[src/verilog/pbd_consts.vh]
// Constants for the port B/C/D function select block
`ifndef PBD_CONSTS_VH
`define PBD_CONSTS_VH

// ****************************************
// Register offsets
// ****************************************
`define PBD_ADDR_W 3
`define PBD_OFS_PB_LOW 3'h0
`define PBD_OFS_PB_HIGH 3'h1
`define PBD_OFS_PC_LOW 3'h2
`define PBD_OFS_PC_HIGH 3'h3
`define PBD_OFS_PD 3'h4
`define PBD_OFS_IN_SRC 3'h5

// ****************************************
// Reset values and implemented bits
// ****************************************
`define PBD_RST_VAL 8'h00
`define PBD_PD_MASK 8'h0f
`define PBD_IN_SRC_MASK 8'h7f

// ****************************************
// Function codes of a pin field
// ****************************************
`define PBD_CODE_GPIO 2'h0
`define PBD_CODE_SEG 2'h1
`define PBD_CODE_ALT2 2'h2
`define PBD_CODE_ALT3 2'h3

// ****************************************
// Pin indices in the pad vector
// ****************************************
`define PBD_NPINS 18
`define PBD_PB0 0
`define PBD_PB6 6
`define PBD_PORT_B_LINE_7 7
`define PBD_PC0 8
`define PBD_PC1 9
`define PBD_PC2 10
`define PBD_PORT_C_LINE_3 11
`define PBD_PC4 12
`define PBD_PC5 13
`define PBD_PC6 14
`define PBD_PC7 15
`define PBD_PORT_D_LINE_0 16
`define PBD_PD1 17
`define PBD_NKEYS 16

// ****************************************
// Input source select fields
// ****************************************
`define PBD_SRC_SDA 6
`define PBD_SRC_SCL 5
`define PBD_SRC_RX 4
`define PBD_SRC_PTCK_HI 3
`define PBD_SRC_PTCK_LO 2
`define PBD_SRC_CTCK_HI 1
`define PBD_SRC_CTCK_LO 0

// Port A pin indices used as alternate sources
`define PBD_PA0 0
`define PBD_PA1 1
`define PBD_PA3 3
`define PBD_PA4 4
`define PBD_PA7 7

`endif

[src/verilog/pbd_pin_cell.v]
// One pad: four-way output and enable selection, registered
`timescale 1ns/100ps
module pbd_pin_cell (
   // Clock and reset
   input wire clk_in,
   input wire nrst_in,
   // Function code
   input wire [1:0] code_in,
   // Candidate drives per code
   input wire [3:0] drv_out_in,
   input wire [3:0] drv_oe_in,
   // Pad drive
   output reg pad_out,
   output reg pad_oe_out
);

   always @(posedge clk_in) begin
      if (!nrst_in) begin
         pad_out <= 1'b0;
         pad_oe_out <= 1'b0;
      end else begin
         pad_out <= drv_out_in[code_in];
         pad_oe_out <= drv_oe_in[code_in];
      end
   end

endmodule // pbd_pin_cell

[src/verilog/pbd_func_select.v]
// Pin function multiplexer and input source selection for ports B, C and D
`timescale 1ns/100ps
`include "pbd_consts.vh"
module pbd_func_select #(
   parameter NPINS = `PBD_NPINS,
   parameter NKEYS = `PBD_NKEYS
) (
   // Clock and reset
   input wire clk_in,
   input wire nrst_in,
   // Register port
   input wire [`PBD_ADDR_W-1:0] reg_addr_in,
   input wire [7:0] reg_wdata_in,
   input wire reg_wr_in,
   input wire reg_rd_in,
   output reg [7:0] reg_rdata_out,
   // General I/O drive from port logic, per pad
   input wire [NPINS-1:0] gpio_out_in,
   input wire [NPINS-1:0] gpio_oe_in,
   // Segment/common driver, per pad
   input wire [NPINS-1:0] seg_out_in,
   input wire [NPINS-1:0] seg_oe_in,
   // Timer outputs
   input wire ctm0_out_in,
   input wire ctm1_out_in,
   input wire ptm0_out_in,
   // Serial peripheral drive
   input wire uart_tx_in,
   input wire uart_txrx_out_in,
   input wire uart_txrx_oe_in,
   input wire i2c_scl_low_in,
   input wire i2c_sda_low_in,
   // Pads
   input wire [NPINS-1:0] pad_in,
   output wire [NPINS-1:0] pad_out,
   output wire [NPINS-1:0] pad_oe_out,
   // Port A pad levels, alternate input sources
   input wire [7:0] porta_pad_in,
   // Routed peripheral inputs
   output reg [NKEYS-1:0] touch_key_out,
   output reg i2c_sda_out,
   output reg i2c_scl_out,
   output reg uart_rx_out,
   output reg ptm0_clock_out,
   output reg ctm0_clock_out,
   output reg ctm1_clock_out
);

   // ****************************************
   // Selection registers
   // ****************************************
   reg [7:0] pb_low_reg;
   reg [7:0] pb_high_reg;
   reg [7:0] pc_low_reg;
   reg [7:0] pc_high_reg;
   reg [7:0] pd_reg;
   reg [7:0] in_src_reg;
   reg [7:0] rdata_next;

   // Three-way pick with code 11 falling back to code 00
   function pick3;
      input [1:0] code;
      input src0;
      input src1;
      input src2;
      begin
         case (code)
            2'h1: pick3 = src1;
            2'h2: pick3 = src2;
            default: pick3 = src0;
         endcase
      end
   endfunction

   always @(posedge clk_in) begin
      if (!nrst_in) begin
         pb_low_reg <= `PBD_RST_VAL;
         pb_high_reg <= `PBD_RST_VAL;
         pc_low_reg <= `PBD_RST_VAL;
         pc_high_reg <= `PBD_RST_VAL;
         pd_reg <= `PBD_RST_VAL;
         in_src_reg <= `PBD_RST_VAL;
      end else if (reg_wr_in) begin
         case (reg_addr_in)
            `PBD_OFS_PB_LOW: begin
               pb_low_reg <= reg_wdata_in;
            end
            `PBD_OFS_PB_HIGH: begin
               pb_high_reg <= reg_wdata_in;
            end
            `PBD_OFS_PC_LOW: begin
               pc_low_reg <= reg_wdata_in;
            end
            `PBD_OFS_PC_HIGH: begin
               pc_high_reg <= reg_wdata_in;
            end
            `PBD_OFS_PD: begin
               pd_reg <= reg_wdata_in & `PBD_PD_MASK;
            end
            `PBD_OFS_IN_SRC: begin
               in_src_reg <= reg_wdata_in & `PBD_IN_SRC_MASK;
            end
            default: begin
            end
         endcase
      end
   end

   // ****************************************
   // Read port
   // ****************************************
   always @* begin
      rdata_next = 8'h00;
      case (reg_addr_in)
         `PBD_OFS_PB_LOW: rdata_next = pb_low_reg;
         `PBD_OFS_PB_HIGH: rdata_next = pb_high_reg;
         `PBD_OFS_PC_LOW: rdata_next = pc_low_reg;
         `PBD_OFS_PC_HIGH: rdata_next = pc_high_reg;
         `PBD_OFS_PD: rdata_next = pd_reg & `PBD_PD_MASK;
         `PBD_OFS_IN_SRC: rdata_next = in_src_reg & `PBD_IN_SRC_MASK;
         default: rdata_next = 8'h00;
      endcase
   end

   // Read data stands only in the cycle after the strobe
   always @(posedge clk_in) begin
      if (!nrst_in) begin
         reg_rdata_out <= 8'h00;
      end else if (reg_rd_in) begin
         reg_rdata_out <= rdata_next;
      end else begin
         reg_rdata_out <= 8'h00;
      end
   end

   // ****************************************
   // Per-pad candidate drives
   // ****************************************
   wire [2*NPINS-1:0] codes;
   reg [NPINS-1:0] alt2_out;
   reg [NPINS-1:0] alt2_oe;
   reg [NPINS-1:0] alt3_out;
   reg [NPINS-1:0] alt3_oe;

   assign codes = {pd_reg[3:0], pc_high_reg, pc_low_reg, pb_high_reg, pb_low_reg};

   // Key mode leaves the pad undriven; the sense circuit only listens
   always @* begin
      alt2_out = {NPINS{1'b0}};
      alt2_oe = {NPINS{1'b0}};
      alt3_out = gpio_out_in;
      alt3_oe = gpio_oe_in;
      alt3_out[`PBD_PB6] = ~ctm0_out_in;
      alt3_oe[`PBD_PB6] = 1'b1;
      alt3_out[`PBD_PORT_B_LINE_7] = ctm0_out_in;
      alt3_oe[`PBD_PORT_B_LINE_7] = 1'b1;
      alt3_out[`PBD_PC0] = uart_txrx_out_in;
      alt3_oe[`PBD_PC0] = uart_txrx_oe_in;
      alt3_out[`PBD_PC1] = uart_tx_in;
      alt3_oe[`PBD_PC1] = 1'b1;
      // I2C lines are open drain: only ever pulled low
      alt3_out[`PBD_PC2] = 1'b0;
      alt3_oe[`PBD_PC2] = i2c_scl_low_in;
      alt3_out[`PBD_PORT_C_LINE_3] = 1'b0;
      alt3_oe[`PBD_PORT_C_LINE_3] = i2c_sda_low_in;
      alt3_out[`PBD_PC4] = ~ptm0_out_in;
      alt3_oe[`PBD_PC4] = 1'b1;
      alt3_out[`PBD_PC5] = ~ctm0_out_in;
      alt3_oe[`PBD_PC5] = 1'b1;
      alt3_out[`PBD_PC6] = ptm0_out_in;
      alt3_oe[`PBD_PC6] = 1'b1;
      alt3_out[`PBD_PC7] = ctm0_out_in;
      alt3_oe[`PBD_PC7] = 1'b1;
      alt2_out[`PBD_PORT_D_LINE_0] = ctm1_out_in;
      alt2_oe[`PBD_PORT_D_LINE_0] = 1'b1;
      alt2_out[`PBD_PD1] = ~ctm1_out_in;
      alt2_oe[`PBD_PD1] = 1'b1;
   end

   // ****************************************
   // Pad cells
   // ****************************************
   genvar gi;
   generate
      for (gi = 0; gi < NPINS; gi = gi + 1) begin : g_pad
         pbd_pin_cell u_cell (
            .clk_in(clk_in),
            .nrst_in(nrst_in),
            .code_in(codes[2*gi+1:2*gi]),
            .drv_out_in({alt3_out[gi], alt2_out[gi], seg_out_in[gi], gpio_out_in[gi]}),
            .drv_oe_in({alt3_oe[gi], alt2_oe[gi], seg_oe_in[gi], gpio_oe_in[gi]}),
            .pad_out(pad_out[gi]),
            .pad_oe_out(pad_oe_out[gi])
         );
      end
   endgenerate

   // ****************************************
   // Routed inputs
   // ****************************************
   reg [NKEYS-1:0] key_next;
   integer ki;

   // Key line reads zero unless its pad is in key mode
   always @* begin
      key_next = {NKEYS{1'b0}};
      for (ki = 0; ki < NKEYS; ki = ki + 1) begin
         key_next[ki] = pad_in[ki] & (codes[2*ki+1 -: 2] == `PBD_CODE_ALT2);
      end
   end

   // Timer clock inputs share the GPIO code, so they are not gated by it;
   // the port must also be set as input by software
   always @(posedge clk_in) begin
      if (!nrst_in) begin
         touch_key_out <= {NKEYS{1'b0}};
         i2c_sda_out <= 1'b0;
         i2c_scl_out <= 1'b0;
         uart_rx_out <= 1'b0;
         ptm0_clock_out <= 1'b0;
         ctm0_clock_out <= 1'b0;
         ctm1_clock_out <= 1'b0;
      end else begin
         touch_key_out <= key_next;
         i2c_sda_out <= in_src_reg[`PBD_SRC_SDA] ? pad_in[`PBD_PORT_C_LINE_3] :
            porta_pad_in[`PBD_PA3];
         i2c_scl_out <= in_src_reg[`PBD_SRC_SCL] ? pad_in[`PBD_PC2] :
            porta_pad_in[`PBD_PA7];
         uart_rx_out <= in_src_reg[`PBD_SRC_RX] ? pad_in[`PBD_PC0] :
            porta_pad_in[`PBD_PA3];
         ptm0_clock_out <= pick3(in_src_reg[`PBD_SRC_PTCK_HI:`PBD_SRC_PTCK_LO],
            porta_pad_in[`PBD_PA0], pad_in[`PBD_PC5], pad_in[`PBD_PC7]);
         ctm0_clock_out <= pick3(in_src_reg[`PBD_SRC_CTCK_HI:`PBD_SRC_CTCK_LO],
            porta_pad_in[`PBD_PA4], porta_pad_in[`PBD_PA1], pad_in[`PBD_PORT_B_LINE_7]);
         ctm1_clock_out <= pad_in[`PBD_PORT_D_LINE_0];
      end
   end

endmodule // pbd_func_select

[config.mk]
export PLATFORM = sky130hd
export DESIGN_NAME = pbd_func_select
export DESIGN_NICKNAME = d
export VERILOG_FILES = /design/src/verilog/pbd_pin_cell.v /design/src/verilog/pbd_func_select.v
export VERILOG_INCLUDE_DIRS = /design/src /design/src/verilog
export SDC_FILE = /design/constraint.sdc
export NUM_CORES = 1
export LEC_CHECK = 0
export ABC_AREA = 1
export BUFFER_PORTS_ARGS = -buffer_cell sky130_fd_sc_hd__clkbuf_2
export CORE_ASPECT_RATIO = 2
export CORE_UTILIZATION = 49
export DETAILED_ROUTE_END_ITERATION = 6
export PLACE_DENSITY = 0.8
export SYNTH_ARGS = -nofsm -noshare
export SYNTH_HDL_FRONTEND = slang
export SYNTH_SLANG_ARGS = --single-unit
[constraint.sdc]
create_clock -name clk_in -period 1.22 [get_ports clk_in]
set_input_delay 0.122 -clock clk_in [delete_from_list [all_inputs] [get_ports clk_in]]
set_output_delay 0.122 -clock clk_in [all_outputs]
set_load 0.01 [all_outputs]
; ---- After elaboration in Yosys (flattened, before gate mapping)
; Index checks and enable logic that the tools add are counted.
[classes]
n_bitwise = 19
mux = 78
magnitude_cmp = 18
n_eq_ne = 25
reduce_logical = 8
[op_table]
columns = operator, count
row1 = 1-bit binary-select mux with 2-bit select, 36
row2 = 2-bit by 3-bit less-than comparator with 1-bit output (second input constant), 18
row3 = 8-bit one-hot mux with 6 select lines, 1
row4 = 1-bit two-way mux, 39
row5 = 2-bit equality test (second input constant), 18
row6 = 1-bit bitwise AND, 16
row7 = 2-bit AND reduction, 7
row8 = 3-bit by 2-bit equality test with 1-bit output (second input constant), 2
row9 = 3-bit equality test (second input constant), 2
row10 = 2-bit by 1-bit equality test with 1-bit output (second input constant), 2
row11 = 1-bit one-hot mux with 2 select lines, 2
row12 = 3-bit by 1-bit equality test with 1-bit output (second input constant), 1
row13 = 3-bit zero test, 1
row14 = 1-bit NOT, 3
[word_totals]
ff_bits = 109
inputBits = 121
word_cells = 198
output_inout_bits = 66

; ---- Longest topological paths before layout
[depth]
depth_word = 3
mapped_depth = 8
mapped_depth_nobuf = 7

; ---- Cells and area by module
; A second synthesis with hierarchy kept.
[unflattened]
hier_cells = 871
hier_area_um2 = 5565.3
[modules_own_cells]
columns = mod, cells_each, n_inst, area_per_inst_um2
row1 = pbd_func_select, 385, 1, 3020.4
row2 = pbd_pin_cell, 27, 18, 141.4

; ---- Least setup slack after synthesis
; Ideal clock, no wire load.
[synth_timing]
path_kind = flip-flop to flip-flop
start = register in_src_reg[2]
end = register ptm0_clock_out
stages_incl_launch_ff = 5
t_arrival_ns = 0.854
period_less_slack_ns = 0.982
setup_slack_ns = 0.238
cell_sequence = dfxtp_1 inv_1 ha_1 a21oi_1 nor2_1
[synth_between]
elab_chain_len = 2
elab_cells_between_ends = 3
[synth_lines]
columns = item, line
row1 = start: declaration, pbd_func_select.v:57  ; reg [7:0] in_src_reg;
row2 = start signal: assignment, pbd_func_select.v:82  ; in_src_reg <= `PBD_RST_VAL;
row3 = start signal: assignment, pbd_func_select.v:101  ; in_src_reg <= reg_wdata_in & `PBD_IN_SRC_MASK;
row4 = 2-bit equality test / 2-bit by 1-bit equality test with 1-bit output (equally long branches), pbd_func_select.v:67  ; case (code)
row5 = 1-bit one-hot mux with 2 select lines *, pbd_func_select.v:67
row6 = end signal: assignment, pbd_func_select.v:231  ; ptm0_clock_out <= pick3(in_src_reg[`PBD_SRC_PTCK_HI:`PBD_SRC_PTCK_LO],
row7 = end: declaration, pbd_func_select.v:44  ; output reg ptm0_clock_out,
; Mark *: on every way between the ends. The rest lies on a longest branch, timed or not.
; A chain may end at the register's enable or synchronous reset.

; ---- Worst setup path after layout
[layout_timing]
start = register in_src_reg[0]
end = register ctm0_clock_out
[layout_between]
elab_chain_len = 2
elab_cells_between_ends = 3
[layout_lines]
columns = item, line
row1 = 2-bit equality test / 2-bit by 1-bit equality test with 1-bit output (equally long branches), pbd_func_select.v:67
row2 = 1-bit one-hot mux with 2 select lines *, pbd_func_select.v:67
row3 = end signal: assignment, pbd_func_select.v:233  ; ctm0_clock_out <= pick3(in_src_reg[`PBD_SRC_CTCK_HI:`PBD_SRC_CTCK_LO],
row4 = end: declaration, pbd_func_select.v:45  ; output reg ctm0_clock_out,
; Marked as above.

==> flow_summary.toml <==
[synthesis]
async_reset_ff_share_pct = 0
synth-xor-area-share_pct = 0
synth.area.mux_share_pct = 0
yosysWarnings = 0
synth_top_family_by_area = "simple AND/OR/NAND/NOR gates"
synthFlopType = "dfxtp_1"
yosysSeqAreaShare_pct = 45.3
synth.net_count = 742
synth-compound-area-share_pct = 14.7
ys_types = 29
synth_edf_count = 0
netlist_instances = 617
synthAdderAreaFrac_pct = 1.04
synth_area_mm2 = 0.00481
yosys_register_bits = 109
synth-simple-area-share_pct = 26.0
synth_area_per_cell_um2 = 7.80

[sta]
setup_viol = 0
relSlewSlack_pct = 74.4
setup_ws_ns = 0.125
fin_skew_ns = 0.00791
tns_ns = 0
post-route-min-period_ns = 1.09
rsz0062_at_grt = "no"
slew_viol_final = 0
hold_viol_final = 0
worst_pin_slew_ns = 0.384
fmaxAchievable_mhz = 914
fin_crit_sh_pct = 89.7

[placement]
hpwlAfterDp_mm = 10.2
dp_slack_ns = -0.0373
io_buffers = 182
place_congestion = 0.839

[routing]
vias = 4828
avgRoutedWirePerCell_um = 14.8
route.detailed.drc = 0
dr.pass1.iters = 4
drt-total-wl_mm = 13.5
via_per_inst = 5.28
first_iter_violations = 192
ant_nets = 0

[worst_setup_path]
crit_start = "in_src_reg[0]"
rr_startpoint = "in_src_reg[0]"
crit_type = "flip-flop to flip-flop"
regToRegSetupSlack_ns = 0.13
startpoint_type = "flip-flop"
cp_max_fo = 4
rr_worst_depth = 4
cp.required_ns = 1.46
end_kind = "flip-flop"
cp.arrival_ns = 1.34
r2r-end = "ctm0_clock_out"

[global_routing]
grt_pass1_vias = 4770
track_usage_pct = 26.8
grt_max_degree = 50
grt_pass1_wl_mm = 21.1
grt-ovfl-total = 0
antenna_found_initial = 0

[power]
p_leak_nw = 2.73
peakVddDrop_uv = 1070
cellPowerDensity_mw_per_mm2 = 1270

[cells_and_area]
final_nets = 905
synthToLayoutAreaGrowth_pct = 25.0
reg_top3 = "g_pad.u_cell.pad_oe_out (18), g_pad.u_cell.pad_out (18), touch_key_out (16)"
diodes = 0
layout-drive-gt1-share_pct = 30.2
utilization_pct = 63.7

[clock_network]
htreeDepth = 3
clkTransAtPathRegs_ns = 0.07
clockBufferDepth = 2
numCtsBuffers = 9
cts_tree = "yes"
cts_resized = 0
clk_latency_ns = 0.35
cts_sinks = 109
cts-root-buf = "clkbuf_16"

[hold_path]
min_path_cells = 3
holdPathEnd = "touch_key_out[12]"
hold_class = "input pin to flip-flop"
hold_start = "pad_in[12]"

[die]
start_util_pct = 51.0
die-area_mm2 = 0.0102
die_h_um = 142
coreArea_mm2 = 0.00945
fp.dieW_um = 72.1
rows = 50
io_pins = 187

[run_status]
status = "finished clean"

[run]
maxCapViolCount = 0
## routing by layer
layer  vias to the layer above  share of wire (%)  track usage (%)
met1                      2227                 35             25.3
met3                        56                4.7             5.52
met4                         0                4.9             16.9
met2                       179                 55             50.3
li1                       2366                  -                -
met5                         -                  0                0
## cells in the mapped netlist (5+ instances only)
cell / count / area (um^2)
a21oi_1: 77 / 385
buf_2: 5 / 25.0
buf_4: 36 / 270
buf_6: 7 / 78.8
clkbuf_1: 8 / 30.0
dfxtp_1: 109 / 2180
inv_1: 43 / 161
nand2_1: 56 / 210
nand3_1: 79 / 395
nand4_1: 10 / 62.6
nor2_1: 81 / 304
nor3_1: 11 / 55.1
nor4_1: 5 / 31.3
o21ai_0: 48 / 240
o21ai_1: 8 / 40.0
or2_2: 6 / 37.5
## worst max-delay path, cell delays in order (launching register included)
cell and delay (ns):
dfxtp_1 0.42, inv_1 0.07, ha_1 0.30, a21oi_1 0.15, nor2_1 0.05
## cells by family (layout without fill, tap and decap cells)
family | Yosys count | count (layout)
compound gates | 138 | 138
flops | 109 | 109
fa+ha+maj | 4 | 4
simple gates | 259 | 259
buf+inv | 107 | 274
## worst max path at each step
| stage | to |
|---|---|
| global placement | in_src_reg[0] |
| floorplan | ptm0_clock_out |
| finish | ctm0_clock_out |
| CTS | ctm0_clock_out |
| detailed placement | in_src_reg[0] |
| global route | ptm0_clock_out |
## per-stage QoR
stage	instances	hold WS [ns]	cell area (um^2)	power (W)
global placement	888	0.312	5620	0.00474
floorplan	617	0.220	4810	0.00442
global route	914	0.00257	6020	0.00790
detailed placement	888	0.313	5620	0.00477
CTS	914	0.00228	6020	0.00768
finish	914	0.00144	6020	0.00763
## layout make-up
cell class	instances	area, um^2
multi-input cells	401	2010
fillers	833	3430
repair buffers	210	1190
clock buffers	12	246
flip-flops and latches	109	2180
well taps	130	163
inverters	49	189
clock inverters	3	46.3
## where the power goes
group / switching [W] / total, W / internal (W)
sequential: 0.0000963 / 0.00380 / 0.00371
clock: 0.00127 / 0.00291 / 0.00164
combinational: 0.000513 / 0.000920 / 0.000407
total: 0.00188 / 0.00763 / 0.00576
## layout by cell type (no fill, tap or decap)
cell / count
nor2_8: 1
clkinv_4: 1
clkbuf_1: 2
inv_4: 2
nand4_1: 10
o21ai_2: 2
bufinv_16: 1
clkbuf_8: 1
clkbuf_16: 9
inv_2: 4
o211ai_1: 1
or2_2: 6
clkbuf_2: 182
nor3_1: 11
nand3_2: 2
nor2_1: 81
buf_12: 3
dfxtp_1: 109
nand3_1: 79
buf_4: 14
nand3_4: 3
nor4_1: 5
o31ai_1: 2
ha_1: 4
dlygate4sd3_1: 11
a21oi_1: 77
nor2_4: 4
o21ai_1: 8
nor3_4: 1
inv_1: 43
clkinvlp_4: 1
o21ai_0: 48
nand2_1: 56
## what timing repair did
action / 4_1_cts / 5_1_grt
buffers inserted: 0 / 0
hold buffers: 11 / 0
endpoints found under the hold margin: 11 / 0
No activity file was read; power rests on OpenSTA's default activity.
